## src/verilog/wdcp_window.sv

```systemverilog
//----------------------------------------------------------------------
// Purpose : constants for the watchdog configuration protection block,
//           and the unlock window timer that it instantiates
// Assumes : one clock, ref_clk at 250 MHz, asynchronous active-low reset
// Notes   : the window counts system clock cycles, not watchdog cycles
//----------------------------------------------------------------------
// How it works
// - level 0: starts off, free enable, free timeout
// - level 1: starts off, enable by plain write
// - level 1: timeout change, disable need sequence
// - level 1: second write within four applies
// - level 2: always on, on bit reads one
// - level 2: timeout change only through sequence
// - level 2: second write sets timeout, ignores on
// - unlock bit clears four cycles after set
// - two fuses select the safety level
// - timeout select picks 16K to 2048K cycles
`timescale 1ns/1ps

package wdcp_pkg;
   //----------------------------------------------------------------
   // register map and bus widths
   //----------------------------------------------------------------
   localparam int ADDR_W            = 4;
   localparam int DATA_W            = 8;
   localparam logic [3:0] CTRL_OFS  = 4'h0;    // control: unlock, on, timeout
   localparam logic [3:0] STAT_OFS  = 4'h1;    // sticky events, write one to clear
   localparam logic [3:0] MASK_OFS  = 4'h2;    // interrupt mask
   localparam logic [3:0] LEVEL_OFS = 4'h3;    // safety level, read only

   //----------------------------------------------------------------
   // control field positions
   //----------------------------------------------------------------
   localparam int UNLOCK_BIT = 4;              // change unlock bit
   localparam int ON_BIT     = 3;              // watchdog on bit
   localparam int TSEL_LSB   = 0;              // timeout select low bit
   localparam int TSEL_W     = 3;              // timeout select width

   //----------------------------------------------------------------
   // event bit positions in status and mask
   //----------------------------------------------------------------
   localparam int EV_N      = 4;
   localparam int EV_OPEN   = 0;               // unlock window opened
   localparam int EV_APPLY  = 1;               // protected change applied
   localparam int EV_REFUSE = 2;               // protected change refused
   localparam int EV_EXPIRE = 3;               // window closed unused

   //----------------------------------------------------------------
   // reset values and timing
   //----------------------------------------------------------------
   localparam logic [2:0]  TSEL_RST          = 3'h0;
   localparam logic [3:0]  MASK_RST          = 4'h0;
   localparam logic [3:0]  STAT_RST          = 4'h0;
   localparam logic [2:0]  UNLOCK_WINDOW_CYC = 3'h4;      // cycles unlock stays set
   localparam logic [21:0] TIMEOUT_BASE      = 22'h004000; // 16K watchdog cycles

   //----------------------------------------------------------------
   // safety levels, one-hot
   //----------------------------------------------------------------
   typedef enum logic [2:0]
   {
      WDCP_LVL0 = 3'b001,
      WDCP_LVL1 = 3'b010,
      WDCP_LVL2 = 3'b100
   } wdcp_level_t;
endpackage

//----------------------------------------------------------------------
// unlock window timer
//----------------------------------------------------------------------
module wdcp_window
   import wdcp_pkg::*;
(
   input  wire logic ref_clk,
   input  wire logic arst_n,
   input  wire logic open_req,      // opening write seen this cycle
   input  wire logic close_req,     // window consumed this cycle
   output logic      window_open,   // unlock bit as software sees it
   output logic      expired        // pulse: window ran out unused
);
   logic [2:0] cnt_reg;             // cycles left in the window

   // reload on open, drop on use, else count down to zero
   always_ff @(posedge ref_clk or negedge arst_n)
   begin
      if (!arst_n)
      begin
         cnt_reg <= 3'h0;
      end
      else if (open_req)
      begin
         cnt_reg <= UNLOCK_WINDOW_CYC;
      end
      else if (close_req)
      begin
         cnt_reg <= 3'h0;
      end
      else if (cnt_reg != 3'h0)
      begin
         cnt_reg <= cnt_reg - 3'h1;
      end
   end

   assign window_open = (cnt_reg != 3'h0);
   assign expired     = (cnt_reg == 3'h1) && !open_req && !close_req;
endmodule

```

## src/verilog/wdcp_core.sv

```systemverilog
//----------------------------------------------------------------------
// Purpose : write protection of watchdog enable and timeout settings
// Assumes : fuses are static levels from outside the clock domain
// Notes   : fuse inputs are 1 when programmed; level settles 2 cycles
//           after reset release
//----------------------------------------------------------------------
//
// The register offsets and the strobed register port were chosen for this implementation.
`timescale 1ns/1ps

module wdcp_core
   import wdcp_pkg::*;
(
   input  wire logic        ref_clk,
   input  wire logic        arst_n,
   input  wire logic [3:0]  reg_addr,
   input  wire logic [7:0]  reg_wdata,
   input  wire logic        reg_wr,
   input  wire logic        reg_rd,
   output logic      [7:0]  reg_rdata,
   input  wire logic        legacy_compat_fuse,
   input  wire logic        wd_always_on_fuse,
   output logic             wd_enable,
   output logic      [2:0]  wd_timeout_select,
   output logic      [21:0] wd_timeout_cycles,
   output logic             irq
);
   //----------------------------------------------------------------
   // declarations
   //----------------------------------------------------------------
   logic [1:0]       fuse_meta_reg;     // first synchroniser stage
   logic [1:0]       fuse_sync_reg;     // {compat, always_on}, safe to read
   wdcp_level_t      level;             // decoded safety level
   logic [1:0]       level_num;         // level as a small number
   logic             ctrl_wr;           // write to control register
   logic             stat_wr;           // write to status register
   logic             mask_wr;           // write to mask register
   logic             wr_unlock;         // unlock bit of write data
   logic             wr_on;             // on bit of write data
   logic [2:0]       wr_tsel;           // timeout select of write data
   logic             open_req;          // opening write of the sequence
   logic             commit;            // second write inside the window
   logic             window_open;       // unlock bit state
   logic             expired;           // window ran out
   logic             refuse;            // protected change dropped
   logic             wd_on_reg;         // effective watchdog on
   logic             wd_on_next;
   logic [2:0]       tsel_reg;          // timeout select
   logic [2:0]       tsel_next;
   logic [21:0]      tcyc_reg;          // timeout in watchdog cycles
   logic [EV_N-1:0]  ev;                // event pulses
   logic [EV_N-1:0]  stat_reg;          // sticky event bits
   logic [EV_N-1:0]  mask_reg;          // interrupt enables
   logic [7:0]       rdata_reg;         // read data, one cycle late

   //----------------------------------------------------------------
   // fuse synchroniser and safety level
   //----------------------------------------------------------------
   // two flops before anything looks at the fuses
   always_ff @(posedge ref_clk or negedge arst_n)
   begin
      if (!arst_n)
      begin
         fuse_meta_reg <= 2'h0;
         fuse_sync_reg <= 2'h0;
      end
      else
      begin
         fuse_meta_reg <= {legacy_compat_fuse, wd_always_on_fuse};
         fuse_sync_reg <= fuse_meta_reg;
      end
   end

   // always-on wins; compat alone gives the legacy level
   always_comb
   begin
      if (fuse_sync_reg[0])
      begin
         level     = WDCP_LVL2;
         level_num = 2'h2;
      end
      else if (fuse_sync_reg[1])
      begin
         level     = WDCP_LVL0;
         level_num = 2'h0;
      end
      else
      begin
         level     = WDCP_LVL1;
         level_num = 2'h1;
      end
   end

   //----------------------------------------------------------------
   // write decode
   //----------------------------------------------------------------
   assign ctrl_wr   = reg_wr && (reg_addr == CTRL_OFS);
   assign stat_wr   = reg_wr && (reg_addr == STAT_OFS);
   assign mask_wr   = reg_wr && (reg_addr == MASK_OFS);
   assign wr_unlock = reg_wdata[UNLOCK_BIT];
   assign wr_on     = reg_wdata[ON_BIT];
   assign wr_tsel   = reg_wdata[TSEL_LSB +: TSEL_W];

   // opening write must carry unlock and on together
   assign open_req  = ctrl_wr && wr_unlock && wr_on;
   // second write: inside the window with unlock cleared
   assign commit    = ctrl_wr && window_open && !wr_unlock;

   //----------------------------------------------------------------
   // unlock window
   //----------------------------------------------------------------
   wdcp_window u_window
   (
      .ref_clk     (ref_clk),
      .arst_n      (arst_n),
      .open_req    (open_req),
      .close_req   (commit),
      .window_open (window_open),
      .expired     (expired)
   );

   //----------------------------------------------------------------
   // protected settings, next values
   //----------------------------------------------------------------
   always_comb
   begin
      wd_on_next = wd_on_reg;
      tsel_next  = tsel_reg;
      refuse     = 1'b0;
      if (ctrl_wr)
      begin
         unique case (level)
            WDCP_LVL0:
            begin
               tsel_next = wr_tsel;
               if (wr_on)
               begin
                  wd_on_next = 1'b1;
               end
               else if (commit)
               begin
                  wd_on_next = 1'b0;
               end
               else
               begin
                  refuse = wd_on_reg;
               end
            end
            WDCP_LVL1:
            begin
               if (commit)
               begin
                  wd_on_next = wr_on;
                  tsel_next  = wr_tsel;
               end
               else
               begin
                  if (wr_on)
                  begin
                     wd_on_next = 1'b1;
                  end
                  // disable or timeout change outside the sequence
                  refuse = (!wr_on && wd_on_reg) ||
                           (!open_req && (wr_tsel != tsel_reg));
               end
            end
            WDCP_LVL2:
            begin
               if (commit)
               begin
                  tsel_next = wr_tsel;
               end
               else
               begin
                  refuse = !open_req && (wr_tsel != tsel_reg);
               end
            end
         endcase
      end
      // level 2 holds the watchdog on whatever is written
      if (level == WDCP_LVL2)
      begin
         wd_on_next = 1'b1;
      end
   end

   // settings and timeout length update
   always_ff @(posedge ref_clk or negedge arst_n)
   begin
      if (!arst_n)
      begin
         wd_on_reg <= 1'b0;
         tsel_reg  <= TSEL_RST;
         tcyc_reg  <= TIMEOUT_BASE;
      end
      else
      begin
         wd_on_reg <= wd_on_next;
         tsel_reg  <= tsel_next;
         tcyc_reg  <= TIMEOUT_BASE << tsel_next;
      end
   end

   //----------------------------------------------------------------
   // events, status and mask
   //----------------------------------------------------------------
   assign ev[EV_OPEN]   = open_req;
   assign ev[EV_APPLY]  = commit;
   assign ev[EV_REFUSE] = refuse;
   assign ev[EV_EXPIRE] = expired;

   // sticky bits; a new event beats a clear in the same cycle
   for (genvar i = 0; i < EV_N; i++)
   begin : g_stat
      always_ff @(posedge ref_clk or negedge arst_n)
      begin
         if (!arst_n)
         begin
            stat_reg[i] <= STAT_RST[i];
         end
         else
         begin
            stat_reg[i] <= ev[i] || (stat_reg[i] && !(stat_wr && reg_wdata[i]));
         end
      end
   end

   // mask register
   always_ff @(posedge ref_clk or negedge arst_n)
   begin
      if (!arst_n)
      begin
         mask_reg <= MASK_RST;
      end
      else if (mask_wr)
      begin
         mask_reg <= reg_wdata[EV_N-1:0];
      end
   end

   //----------------------------------------------------------------
   // read port: data stands only in the cycle after the strobe
   //----------------------------------------------------------------
   always_ff @(posedge ref_clk or negedge arst_n)
   begin
      if (!arst_n)
      begin
         rdata_reg <= 8'h00;
      end
      else if (reg_rd)
      begin
         unique case (reg_addr)
            CTRL_OFS  : rdata_reg <= {3'h0, window_open, wd_on_reg, tsel_reg};
            STAT_OFS  : rdata_reg <= {4'h0, stat_reg};
            MASK_OFS  : rdata_reg <= {4'h0, mask_reg};
            LEVEL_OFS : rdata_reg <= {6'h00, level_num};
            default   : rdata_reg <= 8'h00;   // unmapped reads zero
         endcase
      end
      else
      begin
         rdata_reg <= 8'h00;
      end
   end

   //----------------------------------------------------------------
   // outputs
   //----------------------------------------------------------------
   assign reg_rdata         = rdata_reg;
   assign wd_enable         = wd_on_reg;
   assign wd_timeout_select = tsel_reg;
   assign wd_timeout_cycles = tcyc_reg;
   assign irq               = |(stat_reg & mask_reg);
endmodule

```

## config.mk

```make
export PLATFORM = sky130hd
export DESIGN_NAME = wdcp_core
export DESIGN_NICKNAME = d
export VERILOG_FILES = /design/src/verilog/wdcp_window.sv /design/src/verilog/wdcp_core.sv
export SDC_FILE = /design/constraint.sdc
export NUM_CORES = 1
export LEC_CHECK = 0
export BUFFER_PORTS_ARGS = -buffer_cell sky130_fd_sc_hd__buf_2
export CAP_MARGIN = 20
export CORE_MARGIN = 8
export CORE_UTILIZATION = 55
export CTS_CLUSTER_DIAMETER = 60
export DETAILED_ROUTE_END_ITERATION = 10
export GPL_TIMING_DRIVEN = 0
export PLACE_DENSITY_LB_ADDON = 0.2
export SYNTH_ARGS = -nofsm -noshare
export SYNTH_HDL_FRONTEND = slang
export SYNTH_SLANG_ARGS = --single-unit
```

## constraint.sdc

```tcl
create_clock -name ref_clk -period 2.7 [get_ports ref_clk]
set_clock_uncertainty 0.05 [all_clocks]
set_input_delay 0.27 -clock ref_clk [delete_from_list [all_inputs] [get_ports ref_clk]]
set_output_delay 0.27 -clock ref_clk [all_outputs]
set_load 0.01 [all_outputs]
```

## After elaboration in Yosys (flattened, before gate mapping)

Index checks and enable logic that the tools add are counted.

- $add $sub $neg: 1
- Equality and inequality tests: 9
- Shift-type cells: 1
- Multiplexer cells: 24
- Bitwise operators: 1
- Reductions and logical operators: 40

Operators by type and width:

| cell | count |
|---|---|
| $shl A15 B3 Y22 const A | 1 |
| $pmux W5 S4 | 1 |
| $logic_and A1 B1 Y1 | 19 |
| $mux W3 | 6 |
| $mux W1 | 11 |
| $reduce_bool A3 Y1 | 3 |
| $eq A4 B2 Y1 const B | 2 |
| $logic_not A1 Y1 | 8 |
| $mux W8 | 1 |
| $eq A3 B1 Y1 const B | 2 |
| $pmux W3 S2 | 1 |
| $logic_or A1 B1 Y1 | 5 |
| $and A4 B4 Y4 | 1 |
| $eq A4 B1 Y1 const B | 1 |
| $logic_not A4 Y1 | 1 |
| $mux W2 | 2 |
| $ne A4 B3 Y1 const B | 1 |
| $reduce_or A4 Y1 | 1 |
| $eq A3 B2 Y1 const B | 1 |
| $eq A3 B3 Y1 const B | 1 |
| $ne A3 B3 Y1 | 1 |
| $pmux W1 S3 | 1 |
| $reduce_and A3 Y1 | 1 |
| $sub A3 B1 Y3 const B | 1 |
| 3 further kinds | 3 |

- Bits in registers: 49
- Bits of input ports: 18
- Output and inout bits: 35
- Logic and storage cells: 88

## Depth between registers and ports, before layout

- Depth in word-level cells: 11
- Mapped depth: 7
- Mapped depth without buffers: 6

## Modules after synthesis

From an unflattened synthesis, not the netlist that was laid out.

- Cells, all modules: 158
- Area, all modules: 1776.7 µm²

Modules (own cells, without submodules):

| module | times used | cells an instance | area an instance (µm²) | seq. area each (µm²) |
|---|---|---|---|---|
| wdcp_core | 1 | 139 | 1561.5 | 726.9 |
| wdcp_window | 1 | 19 | 215.2 | 75.1 |

## Worst setup path before layout

Ideal clock, no wire load.

- Path kind: register to register
- From: register u_window.cnt_reg[0]
- To: register tcyc_reg[15], in the netlist wd_timeout_cycles[15]
- Setup time: 125 ps
- Arrival time: 1536 ps
- Required time: 2525 ps
- Slack: 989 ps
- Stages on the path, launching flop included: 8
- Buffers on the path: 1
- Clock period less this slack: 1711 ps
- Path through: dfrtp_1 inv_1 ha_1 and2b_1 nor2_4 o21ai_2 buf_6 mux2_4

- Cells in the longest elaborated chain, start to end: 7

Ends and longest elaborated chain:

| element | RTL line | source |
|---|---|---|
| start, declared | wdcp_window.sv:81 | `logic [2:0] cnt_reg;` |
| start signal, assigned | wdcp_window.sv:100 | `cnt_reg <= cnt_reg - 3'h1;` |
| $reduce_bool A3 Y1 | wdcp_window.sv:104 | `assign window_open = (cnt_reg != 3'h0);` |
| $logic_and A1 B1 Y1 (2 in a row) | wdcp_core.sv:107 | `assign commit = ctrl_wr && window_open && !wr_unlock;` |
| $mux W3 | wdcp_core.sv:151, wdcp_core.sv:169 |  |
| $pmux W3 S2 | wdcp_core.sv:132 | `unique case (level)` |
| $mux W3 | wdcp_core.sv:130 | `if (ctrl_wr)` |
| $shl A15 B3 Y22 | wdcp_core.sv:200 | `tcyc_reg <= TIMEOUT_BASE << tsel_next;` |
| end signal, assigned | wdcp_core.sv:200 |  |
| end, declared | wdcp_core.sv:50 | `logic [21:0] tcyc_reg;` |

Every way passes these cells.
A chain may end at the register's enable or synchronous reset.

## Worst setup path after layout

- From: register u_window.cnt_reg[0]
- To: register tcyc_reg[18], in the netlist wd_timeout_cycles[18]

The elaborated chain is that of the path after synthesis.

==> impl_metrics.prom <==
# TYPE chip_impl_metric gauge
chip_impl_metric{name="timing.final.setup_violations",unit=""} 0
chip_impl_info{name="crit_chain",value="inv_1, ha_1, and2b_1, nor2_4, o21ai_2, buf_6, mux2_4"} 1
chip_impl_info{name="rsz0062_at_grt",value="no"} 1
chip_impl_metric{name="final.period_utilization",unit="%"} 69.42
chip_impl_metric{name="num-nets-final",unit=""} 244
chip_impl_metric{name="pin_slew_with_the_least_headroom_to_its_limit",unit="ns"} 0.6872
chip_impl_metric{name="first_iter_violations",unit=""} 71
chip_impl_metric{name="core_area",unit="µm²"} 3078
chip_impl_metric{name="post-place-cells",unit=""} 257
chip_impl_metric{name="fp.dieArea",unit="µm²"} 5346
chip_impl_info{name="setup.worst_path.class",value="register to register"} 1
chip_impl_info{name="synth_top_family_by_area",value="simple AND/OR/NAND/NOR gates"} 1
chip_impl_metric{name="fin_tns_setup",unit="ns"} 0
chip_impl_metric{name="timing.final.ws_setup",unit="ns"} 0.8255
chip_impl_metric{name="count_of_clock_tree_sinks",unit=""} 32
chip_impl_metric{name="post_synth_mux_area_share",unit="%"} 14.30
chip_impl_metric{name="max-vdd-ir-drop",unit="V"} 0.0004345
chip_impl_metric{name="max-slew-margin-rel",unit="%"} 54.19
chip_impl_metric{name="synth_sequential_area_ratio",unit="%"} 44.70
chip_impl_metric{name="die_w",unit="µm"} 73.12
chip_impl_metric{name="detail_route.first_pass.iterations",unit=""} 4
chip_impl_metric{name="timing.max_cap.violations",unit=""} 0
chip_impl_metric{name="port_buffers",unit=""} 31
chip_impl_metric{name="crit_required",unit="ns"} 2.88
chip_impl_metric{name="stdcell_area",unit="µm²"} 2160
chip_impl_metric{name="power",unit="mW"} 1.413
chip_impl_metric{name="cts-buffers-inserted",unit=""} 5
chip_impl_info{name="synth_ff_type",value="dfrtp_1"} 1
chip_impl_metric{name="wire_length_of_the_first_global_routing_pass",unit="mm"} 6.272
chip_impl_metric{name="via_per_inst",unit=""} 5.022
chip_impl_metric{name="layout-drive-gt1-share",unit="%"} 33.63
chip_impl_metric{name="clock_insertion_delay_worst_skew",unit="ns"} 0.34
chip_impl_metric{name="ant_nets",unit=""} 0
chip_impl_info{name="hp-class",value="primary input to register"} 1
chip_impl_metric{name="syn_area",unit="µm²"} 1794
chip_impl_metric{name="clk_pin_slew",unit="ns"} 0.09
chip_impl_info{name="crit_path_end_kind",value="register"} 1
chip_impl_info{name="startpoint",value="u_window.cnt_reg[0]"} 1
chip_impl_metric{name="final_hold_vios",unit=""} 0
chip_impl_metric{name="count_of_instances_resized_after_the_clock_tree_is_built",unit=""} 0
chip_impl_metric{name="grt_antenna_before_repair",unit=""} 0
chip_impl_metric{name="placedInstanceArea",unit="µm²"} 2064
chip_impl_metric{name="cts.htree.levels",unit=""} 2
chip_impl_metric{name="cts.path.max_buffers",unit=""} 2
chip_impl_metric{name="cp.arrival",unit="ns"} 2.06
chip_impl_info{name="clock_tree.root_cell",value="clkbuf_4"} 1
chip_impl_metric{name="floorplan.initialDensity",unit="%"} 58.29
chip_impl_metric{name="avgRoutedWirePerCell",unit="µm"} 14.08
chip_impl_metric{name="slew_viol_final",unit=""} 0
chip_impl_info{name="cpLargestDelayFamily",value="flip-flops"} 1
chip_impl_metric{name="final_cells",unit=""} 267
chip_impl_metric{name="antenna_cells_inserted",unit=""} 0
chip_impl_metric{name="synth-xor-area-share",unit="%"} 1.464
chip_impl_info{name="crit_slowest_cell",value="dfrtp_1"} 1
chip_impl_metric{name="hpwl",unit="mm"} 2.873
chip_impl_metric{name="min_period",unit="ns"} 1.874
chip_impl_info{name="clock_tree_from_tritoncts",value="built"} 1
chip_impl_metric{name="largest_register_ff_count",unit=""} 8
chip_impl_info{name="hold_start",value="reg_addr[1]"} 1
chip_impl_metric{name="yosys.area_share.adder",unit="%"} 2.092
chip_impl_metric{name="die_h",unit="µm"} 73.12
chip_impl_metric{name="drcViolationCount",unit=""} 0
chip_impl_metric{name="synth_cell_type_count",unit=""} 44
chip_impl_metric{name="place_worst_setup_slack",unit="ns"} 0.8304
chip_impl_metric{name="grt_pass1_vias",unit=""} 1372
chip_impl_metric{name="critical_path.max_stage_delay",unit="ns"} 0.41
chip_impl_metric{name="synth-simple-area-share",unit="%"} 18.20
chip_impl_metric{name="avgSynthCellArea",unit="µm²"} 10.81
chip_impl_info{name="regToRegStartpoint",value="u_window.cnt_reg[0]"} 1
chip_impl_metric{name="path_max_fanout",unit=""} 10
chip_impl_metric{name="post_synth_edffs",unit=""} 0
chip_impl_metric{name="power.static_leakage",unit="nW"} 1.123
chip_impl_metric{name="remaining_overflow_grt",unit=""} 0
chip_impl_info{name="outcome",value="finished clean"} 1
chip_impl_metric{name="asyncSetResetFlopFracSynth",unit="%"} 100.0
chip_impl_metric{name="drt-total-wl",unit="mm"} 3.760
chip_impl_metric{name="num_io_pins",unit=""} 53
chip_impl_metric{name="cts_setup_buffers",unit=""} 0
chip_impl_metric{name="synthesis.yosys.warnings",unit=""} 0
chip_impl_metric{name="synth_seq_cells",unit=""} 32
chip_impl_info{name="critical_path.startpoint_type",value="register"} 1
chip_impl_metric{name="clock.fmax",unit="MHz"} 533.5
chip_impl_metric{name="globalRouteTotalUtil",unit="%"} 15.26
chip_impl_metric{name="synth_compound_area_share",unit="%"} 7.671
chip_impl_metric{name="num_rows",unit=""} 20
chip_impl_metric{name="place_congestion",unit=""} 0.8279
chip_impl_metric{name="area.growth.synth_to_final",unit="%"} 20.36
chip_impl_metric{name="fillerInstances",unit=""} 241
chip_impl_metric{name="detailroute.via_count",unit=""} 1341
chip_impl_metric{name="synthesis.instances",unit=""} 166
chip_impl_metric{name="power_density_over_the_cells",unit="nW/µm²"} 654.2
chip_impl_metric{name="critical_path_buf_inv_count",unit=""} 2
chip_impl_metric{name="maximum_number_of_pins_on_one_net_before_global_route_repair",unit=""} 33
-- cell usage in the layout, fill, tap and decap left out, types with 5 or more instances in the layout --
master,n
nand2_1,14
mux2i_1,8
buf_2,32
buf_4,17
nor2_1,10
clkbuf_1,6
mux2_4,5
clkbuf_4,5
conb_1,17
nand3b_1,6
dfrtp_1,31
-- per-stage QoR --
step,util [%],hold slack [ns]
finish,70.16,0.09838
detailed placement,67.07,0.2856
floorplan,-,-0.07559
global route,70.16,0.1012
CTS,70.16,0.09075
global placement,67.07,0.2824
-- final timing paths --
kind                       cells past startpoint                    end  slack, ns
max                                            7  wd_timeout_cycles[18]       0.83
min                                            2           reg_rdata[4]        0.1
max reg2reg                                    7  wd_timeout_cycles[18]       0.83
min reg2reg                                    0       fuse_sync_reg[0]       0.30
max in group asynchronous                      2           reg_rdata[3]       1.70
min in group asynchronous                      2            stat_reg[1]       0.44
-- cells by family (layout without fill, tap and decap cells) --
kind of cell | Yosys count | after routing
AND/OR/NAND/NOR | 56 | 56
flip-flops | 32 | 32
buffers and inverters | 31 | 72
AO/OA/AOI/OAI | 20 | 20
multiplexers | 20 | 20
adder cells (fa/ha/maj) | 3 | 3
XOR/XNOR | 3 | 3
other | 1 | 17
-- metal layers --
metal | vias to the layer above | track usage, % | share of wire, %
li1 | 655 | - | -
met1 | 630 | 17.19 | 41
met2 | 46 | 24.93 | 49
met3 | 10 | 5.082 | 6.6
met4 | 0 | 8.000 | 2.6
met5 | - | 0 | 0
-- what timing repair did --
item                                    4_1_cts  5_1_grt
hold buffers                                  3        0
endpoints found under the setup margin        0        0
hold endpoints to repair                     33        0
-- report_power, final --
group / total (mW) / internal, mW / switching (mW)
clock: 0.306 / 0.147 / 0.159
sequential: 0.625 / 0.571 / 0.0540
combinational: 0.482 / 0.235 / 0.246
total: 1.41 / 0.954 / 0.459
-- cell type report --
class	count	area, µm²	share of cell area [%]
inverter	4	15.01	0.6952
sequential	32	802.0	37.14
multi-input combinational	119	848.3	39.28
tap	44	55.05	2.549
timing repair buffer	34	185.2	8.575
clock buffer	7	65.06	3.013
buffer	27	188.9	8.749
-- cells in the mapped netlist, types with 3 or more instances --
cell,count,area [µm²]
ha_1,3,37.54
buf_4,17,127.6
mux2_2,4,45.04
xnor2_1,3,26.28
mux2_4,5,75.07
nand2b_1,3,18.77
nor3b_1,4,30.03
inv_1,4,15.01
nor2_1,10,37.54
nand2_1,14,52.55
buf_6,3,33.78
nand3b_1,6,45.04
dfrtp_1,31,775.7
o21ai_1,3,15.01
mux2i_1,8,80.08
nand3_1,4,20.02
a21oi_1,4,20.02
clkbuf_1,6,22.52
Power figures use the tool's default switching activity.
